[src/hw/slfu_pkg.sv]
package slfu_pkg;
	localparam int ADDR_W = 32;
	localparam int DATA_W = 64;
	localparam int BYTES = 8;
	localparam int SIZE_W = 4;
	localparam int LINE_BYTES = 64;
	localparam int LINE_OFS_W = 6;
	localparam int SB_DEPTH = 4;
	localparam int SB_IDX_W = 2;
	localparam int INT_FWD_LAT = 1;
	localparam int FP_FWD_LAT = 4;
	localparam logic [2:0] INT_FWD_CNT = 3'(INT_FWD_LAT);
	localparam logic [2:0] FP_FWD_CNT = 3'(FP_FWD_LAT);
	typedef enum logic [2:0]
	{
		SLFU_IDLE = 3'b000,
		SLFU_FWD = 3'b001,
		SLFU_WAIT_DATA = 3'b010,
		SLFU_WAIT_DRAIN = 3'b011,
		SLFU_CACHE = 3'b100,
		SLFU_SPLIT2 = 3'b101
	} slfu_state_t;
endpackage : slfu_pkg

[src/hw/slfu_unit.sv]
`timescale 1ns/1ns
// Overview of operation
// - line-crossing detection uses a 64-byte cache line.
// - a load straddling a line boundary becomes two memory accesses.
// - line-crossing loads wait until the load is oldest (near retirement).
// - buffered stores drain to cache only after the store retires.
// - younger load gets data bypassed from an older pending store.
// - no bypass on failed conditions; load reads cache after store drains.
// - forwarding needs equal start byte addresses of load and store.
// - forwarding needs every load byte inside the single store's bytes.
// - forwarded load completes only once store data is in the buffer.
// - loads without a pending-store dependence never wait for store data.
// - loads are taken one at a time; a blocked load holds off every younger load.
// - load covering several smaller stores takes the non-forwarding path.
// - forwarded data comes from the store buffer, no cache access.
// - floating-point forwarding takes a longer latency than integer.
// - load dependent on store with missing data is delayed until available.
module slfu_unit
(
	input wire logic i_clk,
	input wire logic i_resetn,
	input wire logic i_st_alloc,
	input wire logic [slfu_pkg::ADDR_W-1:0] i_st_addr,
	input wire logic [slfu_pkg::SIZE_W-1:0] i_st_size,
	input wire logic i_st_data_vld,
	input wire logic [slfu_pkg::SB_IDX_W-1:0] i_st_data_idx,
	input wire logic [slfu_pkg::DATA_W-1:0] i_st_data,
	input wire logic i_st_retire,
	input wire logic i_ld_req,
	input wire logic [slfu_pkg::ADDR_W-1:0] i_ld_addr,
	input wire logic [slfu_pkg::SIZE_W-1:0] i_ld_size,
	input wire logic i_ld_fp,
	input wire logic i_ld_oldest,
	input wire logic i_cache_ack,
	input wire logic [slfu_pkg::DATA_W-1:0] i_cache_rdata,
	output logic o_ld_busy,
	output logic o_ld_done,
	output logic o_ld_fwd,
	output logic [slfu_pkg::DATA_W-1:0] o_ld_data,
	output logic o_cache_rd,
	output logic o_cache_wr,
	output logic [slfu_pkg::ADDR_W-1:0] o_cache_addr,
	output logic [slfu_pkg::DATA_W-1:0] o_cache_wdata,
	output logic [slfu_pkg::SIZE_W-1:0] o_cache_size,
	output logic o_sb_full
);
	import slfu_pkg::*;
	////////////////////////////////////////////////////////////////////////////////
	logic [ADDR_W-1:0] sb_addr_r [SB_DEPTH];
	logic [SIZE_W-1:0] sb_size_r [SB_DEPTH];
	logic [DATA_W-1:0] sb_data_r [SB_DEPTH];
	logic [SB_DEPTH-1:0] sb_vld_r, sb_dvld_r, sb_ret_r;
	logic [SB_IDX_W-1:0] head_r, tail_r, ret_ptr_r;
	logic [SB_IDX_W:0] cnt_r;
	logic drain_busy_r, ld_fp_r, ld_split_r, any_overlap;
	wire logic sb_full = (cnt_r == (SB_IDX_W+1)'(SB_DEPTH));
	wire logic do_alloc = i_st_alloc && !sb_full;
	wire logic can_drain = sb_vld_r[head_r] && sb_ret_r[head_r] && sb_dvld_r[head_r];
	wire logic drain_done = drain_busy_r && i_cache_ack;
	wire logic ld_ack = i_cache_ack && o_cache_rd;
	////////////////////////////////////////////////////////////////////////////////
	slfu_state_t state_r, state_nxt;
	logic [ADDR_W-1:0] ld_addr_r;
	logic [SIZE_W-1:0] ld_size_r;
	logic [SB_IDX_W-1:0] hit_idx_r, young_idx;
	logic [2:0] lat_r;
	logic [DATA_W-1:0] lo_data_r;
	logic [SB_DEPTH-1:0] overlap, fwd_ok;
	// walk from oldest to youngest so the youngest overlap wins
	always_comb
	begin
		any_overlap = 1'b0;
		young_idx = '0;
		overlap = '0;
		fwd_ok = '0;
		for (int k = 0; k < SB_DEPTH; k++)
		begin
			logic [SB_IDX_W-1:0] e;
			e = SB_IDX_W'(head_r + SB_IDX_W'(k));
			overlap[e] = sb_vld_r[e] && (ld_addr_r < sb_addr_r[e] + ADDR_W'(sb_size_r[e]))
				&& (sb_addr_r[e] < ld_addr_r + ADDR_W'(ld_size_r));
			fwd_ok[e] = (ld_addr_r == sb_addr_r[e]) && (ld_size_r <= sb_size_r[e]);
			if (overlap[e])
			begin
				any_overlap = 1'b1;
				young_idx = e;
			end
		end
	end
	// only the single youngest overlapping store may forward
	wire logic can_fwd = any_overlap && fwd_ok[young_idx];
	// line offset of the last byte
	wire logic [LINE_OFS_W:0] end_ofs = (LINE_OFS_W+1)'(i_ld_addr[LINE_OFS_W-1:0])
		+ (LINE_OFS_W+1)'(i_ld_size) - (LINE_OFS_W+1)'(1);
	wire logic req_split = end_ofs[LINE_OFS_W];
	wire logic [ADDR_W-1:0] line2_addr = {ld_addr_r[ADDR_W-1:LINE_OFS_W] + 1'b1, LINE_OFS_W'(0)};
	wire logic [SIZE_W-1:0] first_size = SIZE_W'(LINE_BYTES - int'(ld_addr_r[LINE_OFS_W-1:0]));
	wire logic [SIZE_W-1:0] second_size = SIZE_W'(ld_size_r - first_size);
	wire logic [DATA_W-1:0] merged = lo_data_r | (i_cache_rdata << (8 * int'(first_size)));
	always_comb
	begin
		state_nxt = state_r;
		case (state_r)
			SLFU_IDLE:
				if (i_ld_req)
					state_nxt = SLFU_FWD;
			SLFU_FWD:
				if (!any_overlap)
					state_nxt = SLFU_CACHE;
				else if (can_fwd)
					state_nxt = SLFU_WAIT_DATA;
				else
					state_nxt = SLFU_WAIT_DRAIN;
			SLFU_WAIT_DATA:
				if (sb_dvld_r[hit_idx_r] && lat_r == 3'h0)
					state_nxt = SLFU_IDLE;
			SLFU_WAIT_DRAIN:
				// replay once conflicting stores are written
				if (!any_overlap)
					state_nxt = SLFU_CACHE;
			SLFU_CACHE:
				if (ld_ack)
					state_nxt = (ld_split_r) ? SLFU_SPLIT2 : SLFU_IDLE;
			SLFU_SPLIT2:
				if (ld_ack)
					state_nxt = SLFU_IDLE;
			default:
				state_nxt = SLFU_IDLE;
		endcase
	end
	// split access only issues when load is oldest
	wire logic cache_go = (state_r == SLFU_CACHE || state_r == SLFU_SPLIT2)
		&& !drain_busy_r && (!ld_split_r || i_ld_oldest) && !o_cache_rd;
	wire logic drain_go = can_drain && !drain_busy_r && !o_cache_rd && !cache_go;
	always_ff @(posedge i_clk)
	begin
		if (!i_resetn)
		begin
			state_r <= SLFU_IDLE;
			ld_addr_r <= '0;
			ld_size_r <= '0;
			ld_fp_r <= 1'b0;
			ld_split_r <= 1'b0;
			hit_idx_r <= '0;
			lat_r <= 3'h0;
			lo_data_r <= '0;
		end
		else
		begin
			state_r <= state_nxt;
			if (state_r == SLFU_IDLE && i_ld_req)
			begin
				ld_addr_r <= i_ld_addr;
				ld_size_r <= i_ld_size;
				ld_fp_r <= i_ld_fp;
				ld_split_r <= req_split;
			end
			if (state_r == SLFU_FWD)
			begin
				hit_idx_r <= young_idx;
				lat_r <= (ld_fp_r ? FP_FWD_CNT : INT_FWD_CNT) - 3'h1;
			end
			else if (state_r == SLFU_WAIT_DATA && lat_r != 3'h0)
				lat_r <= lat_r - 3'h1;
			// only the bytes of the first line belong to the load
			if (state_r == SLFU_CACHE && ld_ack)
				lo_data_r <= i_cache_rdata & ~({DATA_W{1'b1}} << (8 * int'(first_size)));
		end
	end
	////////////////////////////////////////////////////////////////////////////////
	// store buffer update
	always_ff @(posedge i_clk)
	begin
		if (!i_resetn)
		begin
			sb_vld_r <= '0;
			sb_dvld_r <= '0;
			sb_ret_r <= '0;
			head_r <= '0;
			tail_r <= '0;
			cnt_r <= '0;
			ret_ptr_r <= '0;
			drain_busy_r <= 1'b0;
		end
		else
		begin
			if (do_alloc)
			begin
				sb_vld_r[tail_r] <= 1'b1;
				sb_dvld_r[tail_r] <= 1'b0;
				sb_ret_r[tail_r] <= 1'b0;
				sb_addr_r[tail_r] <= i_st_addr;
				sb_size_r[tail_r] <= i_st_size;
				tail_r <= tail_r + 1'b1;
			end
			if (i_st_data_vld)
			begin
				sb_data_r[i_st_data_idx] <= i_st_data;
				sb_dvld_r[i_st_data_idx] <= 1'b1;
			end
			if (i_st_retire && sb_vld_r[ret_ptr_r] && !sb_ret_r[ret_ptr_r])
			begin
				sb_ret_r[ret_ptr_r] <= 1'b1;
				ret_ptr_r <= ret_ptr_r + 1'b1;
			end
			if (drain_go)
				drain_busy_r <= 1'b1;
			if (drain_done)
			begin
				drain_busy_r <= 1'b0;
				sb_vld_r[head_r] <= 1'b0;
				head_r <= head_r + 1'b1;
			end
			cnt_r <= cnt_r + (SB_IDX_W+1)'(do_alloc) - (SB_IDX_W+1)'(drain_done);
		end
	end
	////////////////////////////////////////////////////////////////////////////////
	// outputs
	wire logic fwd_fin = state_r == SLFU_WAIT_DATA && sb_dvld_r[hit_idx_r] && lat_r == 3'h0;
	wire logic ld_fin = ld_ack && (state_r == SLFU_SPLIT2 || !ld_split_r);
	always_ff @(posedge i_clk)
	begin
		if (!i_resetn)
		begin
			o_ld_done <= 1'b0;
			o_ld_fwd <= 1'b0;
			o_ld_data <= '0;
			o_cache_rd <= 1'b0;
			o_cache_wr <= 1'b0;
			o_cache_addr <= '0;
			o_cache_wdata <= '0;
			o_cache_size <= '0;
			o_ld_busy <= 1'b0;
			o_sb_full <= 1'b0;
		end
		else
		begin
			o_ld_busy <= state_nxt != SLFU_IDLE;
			o_sb_full <= sb_full;
			o_ld_done <= fwd_fin || ld_fin;
			o_ld_fwd <= fwd_fin;
			if (fwd_fin)
				o_ld_data <= sb_data_r[hit_idx_r];
			else if (ld_fin)
				o_ld_data <= ld_split_r ? merged : i_cache_rdata;
			o_cache_rd <= cache_go || (o_cache_rd && !i_cache_ack);
			o_cache_wr <= drain_go || (o_cache_wr && !i_cache_ack);
			if (cache_go)
			begin
				o_cache_addr <= (state_r == SLFU_SPLIT2) ? line2_addr : ld_addr_r;
				o_cache_size <= !ld_split_r ? ld_size_r
					: (state_r == SLFU_SPLIT2) ? second_size : first_size;
			end
			else if (drain_go)
			begin
				o_cache_addr <= sb_addr_r[head_r];
				o_cache_size <= sb_size_r[head_r];
				o_cache_wdata <= sb_data_r[head_r];
			end
		end
	end
	////////////////////////////////////////////////////////////////////////////////
	// assertions
	a_no_early_drain: assert property (@(posedge i_clk) disable iff (!i_resetn)
		drain_go |-> sb_ret_r[head_r]) else $error("store drained before retire");
	a_fwd_same_start: assert property (@(posedge i_clk) disable iff (!i_resetn)
		fwd_fin |-> ld_addr_r == sb_addr_r[hit_idx_r]) else $error("forward start mismatch");
	a_fwd_contained: assert property (@(posedge i_clk) disable iff (!i_resetn)
		fwd_fin |-> ld_size_r <= sb_size_r[hit_idx_r]) else $error("forward not contained");
	a_fwd_data_rdy: assert property (@(posedge i_clk) disable iff (!i_resetn)
		fwd_fin |-> sb_dvld_r[hit_idx_r]) else $error("forward before data");
	a_fwd_no_cache: assert property (@(posedge i_clk) disable iff (!i_resetn)
		fwd_fin |=> o_ld_fwd && o_ld_data == $past(sb_data_r[hit_idx_r]))
		else $error("forward data wrong");
	a_blocked_waits: assert property (@(posedge i_clk) disable iff (!i_resetn)
		(state_r == SLFU_FWD && any_overlap && !can_fwd) |=> state_r == SLFU_WAIT_DRAIN)
		else $error("blocked load not held");
	a_indep_no_wait: assert property (@(posedge i_clk) disable iff (!i_resetn)
		(state_r == SLFU_FWD && !any_overlap) |=> state_r == SLFU_CACHE)
		else $error("independent load waited");
	a_split_oldest: assert property (@(posedge i_clk) disable iff (!i_resetn)
		(cache_go && ld_split_r) |-> i_ld_oldest) else $error("split issued early");
	a_fp_latency: assert property (@(posedge i_clk) disable iff (!i_resetn)
		(state_r == SLFU_FWD && can_fwd && ld_fp_r) |=> lat_r == FP_FWD_CNT - 3'h1)
		else $error("fp forward latency");
	c_fwd: cover property (@(posedge i_clk) fwd_fin);
	c_split: cover property (@(posedge i_clk) state_r == SLFU_SPLIT2 && i_cache_ack);
	c_replay: cover property (@(posedge i_clk) state_r == SLFU_WAIT_DRAIN ##1 state_r == SLFU_CACHE);
endmodule : slfu_unit

[config.mk]
export PLATFORM = sky130hd
export DESIGN_NAME = slfu_unit
export DESIGN_NICKNAME = d
export VERILOG_FILES = /design/src/hw/slfu_pkg.sv /design/src/hw/slfu_unit.sv
export SDC_FILE = /design/constraint.sdc
export NUM_CORES = 2
export LEC_CHECK = 0
export CAP_MARGIN = 0
export CORE_ASPECT_RATIO = 1.2
export CORE_MARGIN = 5
export CORE_UTILIZATION = 50
export DETAILED_ROUTE_END_ITERATION = 7
export DONT_BUFFER_PORTS = 1
export PLACE_DENSITY = 0.68
export SKIP_LAST_GASP = 1
export SLEW_MARGIN = 20
export SYNTH_ARGS = -nofsm -noshare
export SYNTH_HDL_FRONTEND = slang
export SYNTH_SLANG_ARGS = --single-unit
[constraint.sdc]
create_clock -name i_clk -period 8.4 [get_ports i_clk]
set_clock_uncertainty 0.1 [all_clocks]
set_input_delay 0.42 -clock i_clk [delete_from_list [all_inputs] [get_ports i_clk]]
set_output_delay 0.42 -clock i_clk [all_outputs]
set_load 0.02 [all_outputs]
==> flow_summary.ini <==
[global_route]
grt_start_max_net_pins = 186
use_met1 = 0.388
antenna_found_initial = 10
grt_pass1_vias = 36800
busiest_layer = met2
use_met3 = 0.0831
globalRouteOverflowTotal = 0
grt_use_total = 0.343
grt_util_met2 = 0.579
grt_pass1_wl_um = 248000

[cts]
clk_pin_slew_ps = 70
cts_max_level = 3
clock-root-buffer = clkbuf_16
clk_path_buf_depth = 3
cts_tree = yes
cts.sinks = 706
numCtsBuffers = 75
insertion_delay_ps = 680

[timing]
setup_viol_count_final = 0
fin_crit_sh = 0.951
max_freq_mhz = 125
rsz0062_at_grt = false
tns_ps = 0
relSlewSlack = 0.219
holdWs_ps = 12.2
period_needed_ps = 7990
tightest_slew_ps = 1160
hold_viol = 0
report.final.slew_viol_count = 0

[yosys]
synthCells = 4308
ys_types = 94
synth-main-ff-cell = edfxtp_1
synth_area_leaders = edfxtp_1 27%, dfxtp_1 14%, mux4_2 12%, ha_1 8.7%, xnor2_1 4.0%
yosysSeqAreaShare = 0.400
avgSynthCellArea_sq_um = 10.5
synth_top_area_share = 0.265
synth_edf_count = 400
netlist_area_sq_um = 45300
post-synth-top-area-cell = edfxtp_1
synth_nets = 4842
synth.most_common_cell = nand2_1
synthTopCellsByCount = 476 x nand2_1, 400 x edfxtp_1, 361 x nor2_1
synth-async-reset-ratio = 0
ys_ff_latch = 706
synth_warnings = 0

[worst_hold_path]
hp-class = input pin to flip-flop

[setup_path]
crit_slowest_cell = a2111oi_0
slowest_delay_ps = 610
crit_path_end_kind = flip-flop
critical_path_arrival_ps = 8450
crit_type = flip-flop to flip-flop
path_common_cell = and3_1
worstSetupStartpointType = flip-flop
cp_max_fo = 25
cp.required_ps = 8860

[placed_design]
placed_cell_area_sq_um = 46900
io_buffers = 0
dpl.hpwl_um = 125000
place_congestion = 1.03

[route]
avgViaCountPerCell = 6.62
firstDrtPassIters = 7
num_vias = 37800
wl_um = 172000
drt_drc_violations_left = 0
drt-wirelength-per-cell_um = 30.2
ant_nets = 0
drt_iter0_markers = 4137

[final_layout]
drive_above_1_share = 0.138
fin_nets = 4999
areaGrowthSynthToFinish_pct = 13.6
fin_area_sq_um = 51500
layout.area.seq_sq_um = 18200
fill_cells = 7576
multi_input_area_sq_um = 25700

[die]
die_w_um = 285
start_util = 0.501
die_y_um = 340
io_pins = 381
rows = 121
core_sq_um = 90400
fp.dieArea_sq_um = 96800

[run]
drv_cap = 0

[status]
outcome = completed

[power]
power.density_nw_per_um2 = 189
p_leak_nw = 17.6
peakVddDrop_mv = 0.237
## sequential cells by signal, indices dropped and copies added (netlist names), 4 cells and up, named ones only
| register | flops |
|---|---|
| o_cache_size | 4 |
| sb_data_r | 256 |
| sb_size_r | 16 |
| sb_dvld_r | 4 |
| lo_data_r | 64 |
| sb_vld_r | 4 |
| sb_addr_r | 128 |
| o_cache_addr | 32 |
| sb_ret_r | 4 |
| o_ld_data | 64 |
| o_cache_wdata | 64 |
| ld_size_r | 4 |
| ld_addr_r | 32 |
## area by class of cell
cell class                 count  area share
multi-input combinational   3198       0.500
sequential                   706       0.353
timing repair buffer         356      0.0627
clock buffer                  96      0.0382
tap                         1168      0.0284
inverter                     128     0.00948
clock inverter                41     0.00831
antenna                        9    0.000438
## stage by stage
stage               setup WS [ps]  total power, mW  utilization  std cells
detailed placement            243             6.32        0.519       5348
global route                 25.9             10.1        0.569       5695
CTS                           242             9.68        0.568       5691
global placement              340             6.29        0.519       5348
floorplan                    62.9             5.56            -       4308
finish                        412             9.71        0.569       5702
## cell usage in the layout, fill, tap and decap left out, types with 122 or more instances in the layout
master	instances
nand2_1	475
edfxtp_1	400
nor2_1	353
a21oi_1	330
ha_1	313
dfxtp_1	298
mux4_2	233
dlygate4sd3_1	206
xnor2_1	205
mux2i_1	160
buf_4	146
a211oi_1	126
inv_1	122
## critical path: cells and delay by family, from the launching register on
family          cells  cell delay (ps)
buf+inv             2              510
compound gates      8             1960
mux                 2              740
fa+ha+maj           2              650
xor+xnor            1              180
simple gates       12             3240
flops               1              480
## layer usage
layer / vias to the layer above / part of all wire
met1: 18500 / 0.34
met4: 2 / 0.078
li1: 16600 / -
met3: 518 / 0.098
met2: 2144 / 0.48
met5: - / 0.000070
## path summary, 6_finish.rpt
| path | start | to | slack, ps | depth (start not counted) |
|---|---|---|---|---|
| worst max-delay path | head_r[1] | state_r[0] | 410 | 27 |
| worst min-delay path | i_ld_oldest | o_cache_size[3] | 10 | 2 |
| worst max register to register | head_r[1] | state_r[0] | 410 | 27 |
| worst min register to register | lo_data_r[17] | lo_data_r[17] | 350 | 2 |
## kinds of logic after synthesis
family | after synthesis | synth area share
buffers and inverters | 404 | 0.0366
flip-flops | 706 | 0.400
XOR/XNOR | 284 | 0.0549
multiplexers | 462 | 0.169
AND/OR/NAND/NOR | 1250 | 0.123
adder cells (fa/ha/maj) | 323 | 0.0904
AO/OA/AOI/OAI | 879 | 0.126
## where the power goes
group / switching, mW / internal (mW) / total [mW]
registers: 0.296 / 3.84 / 4.14
clock network: 1.47 / 1.81 / 3.28
logic: 1.43 / 0.862 / 2.29
## repair_timing
| item | 4_1_cts | 5_1_grt |
|---|---|---|
| hold endpoints to repair | 542 | 0 |
| buffers inserted | 0 | 1 |
| hold buffers | 206 | 0 |
| endpoints found under the setup margin | 0 | 8 |
| gates resized for setup | 0 | 2 |
No activity file was read; power rests on OpenSTA's default activity.
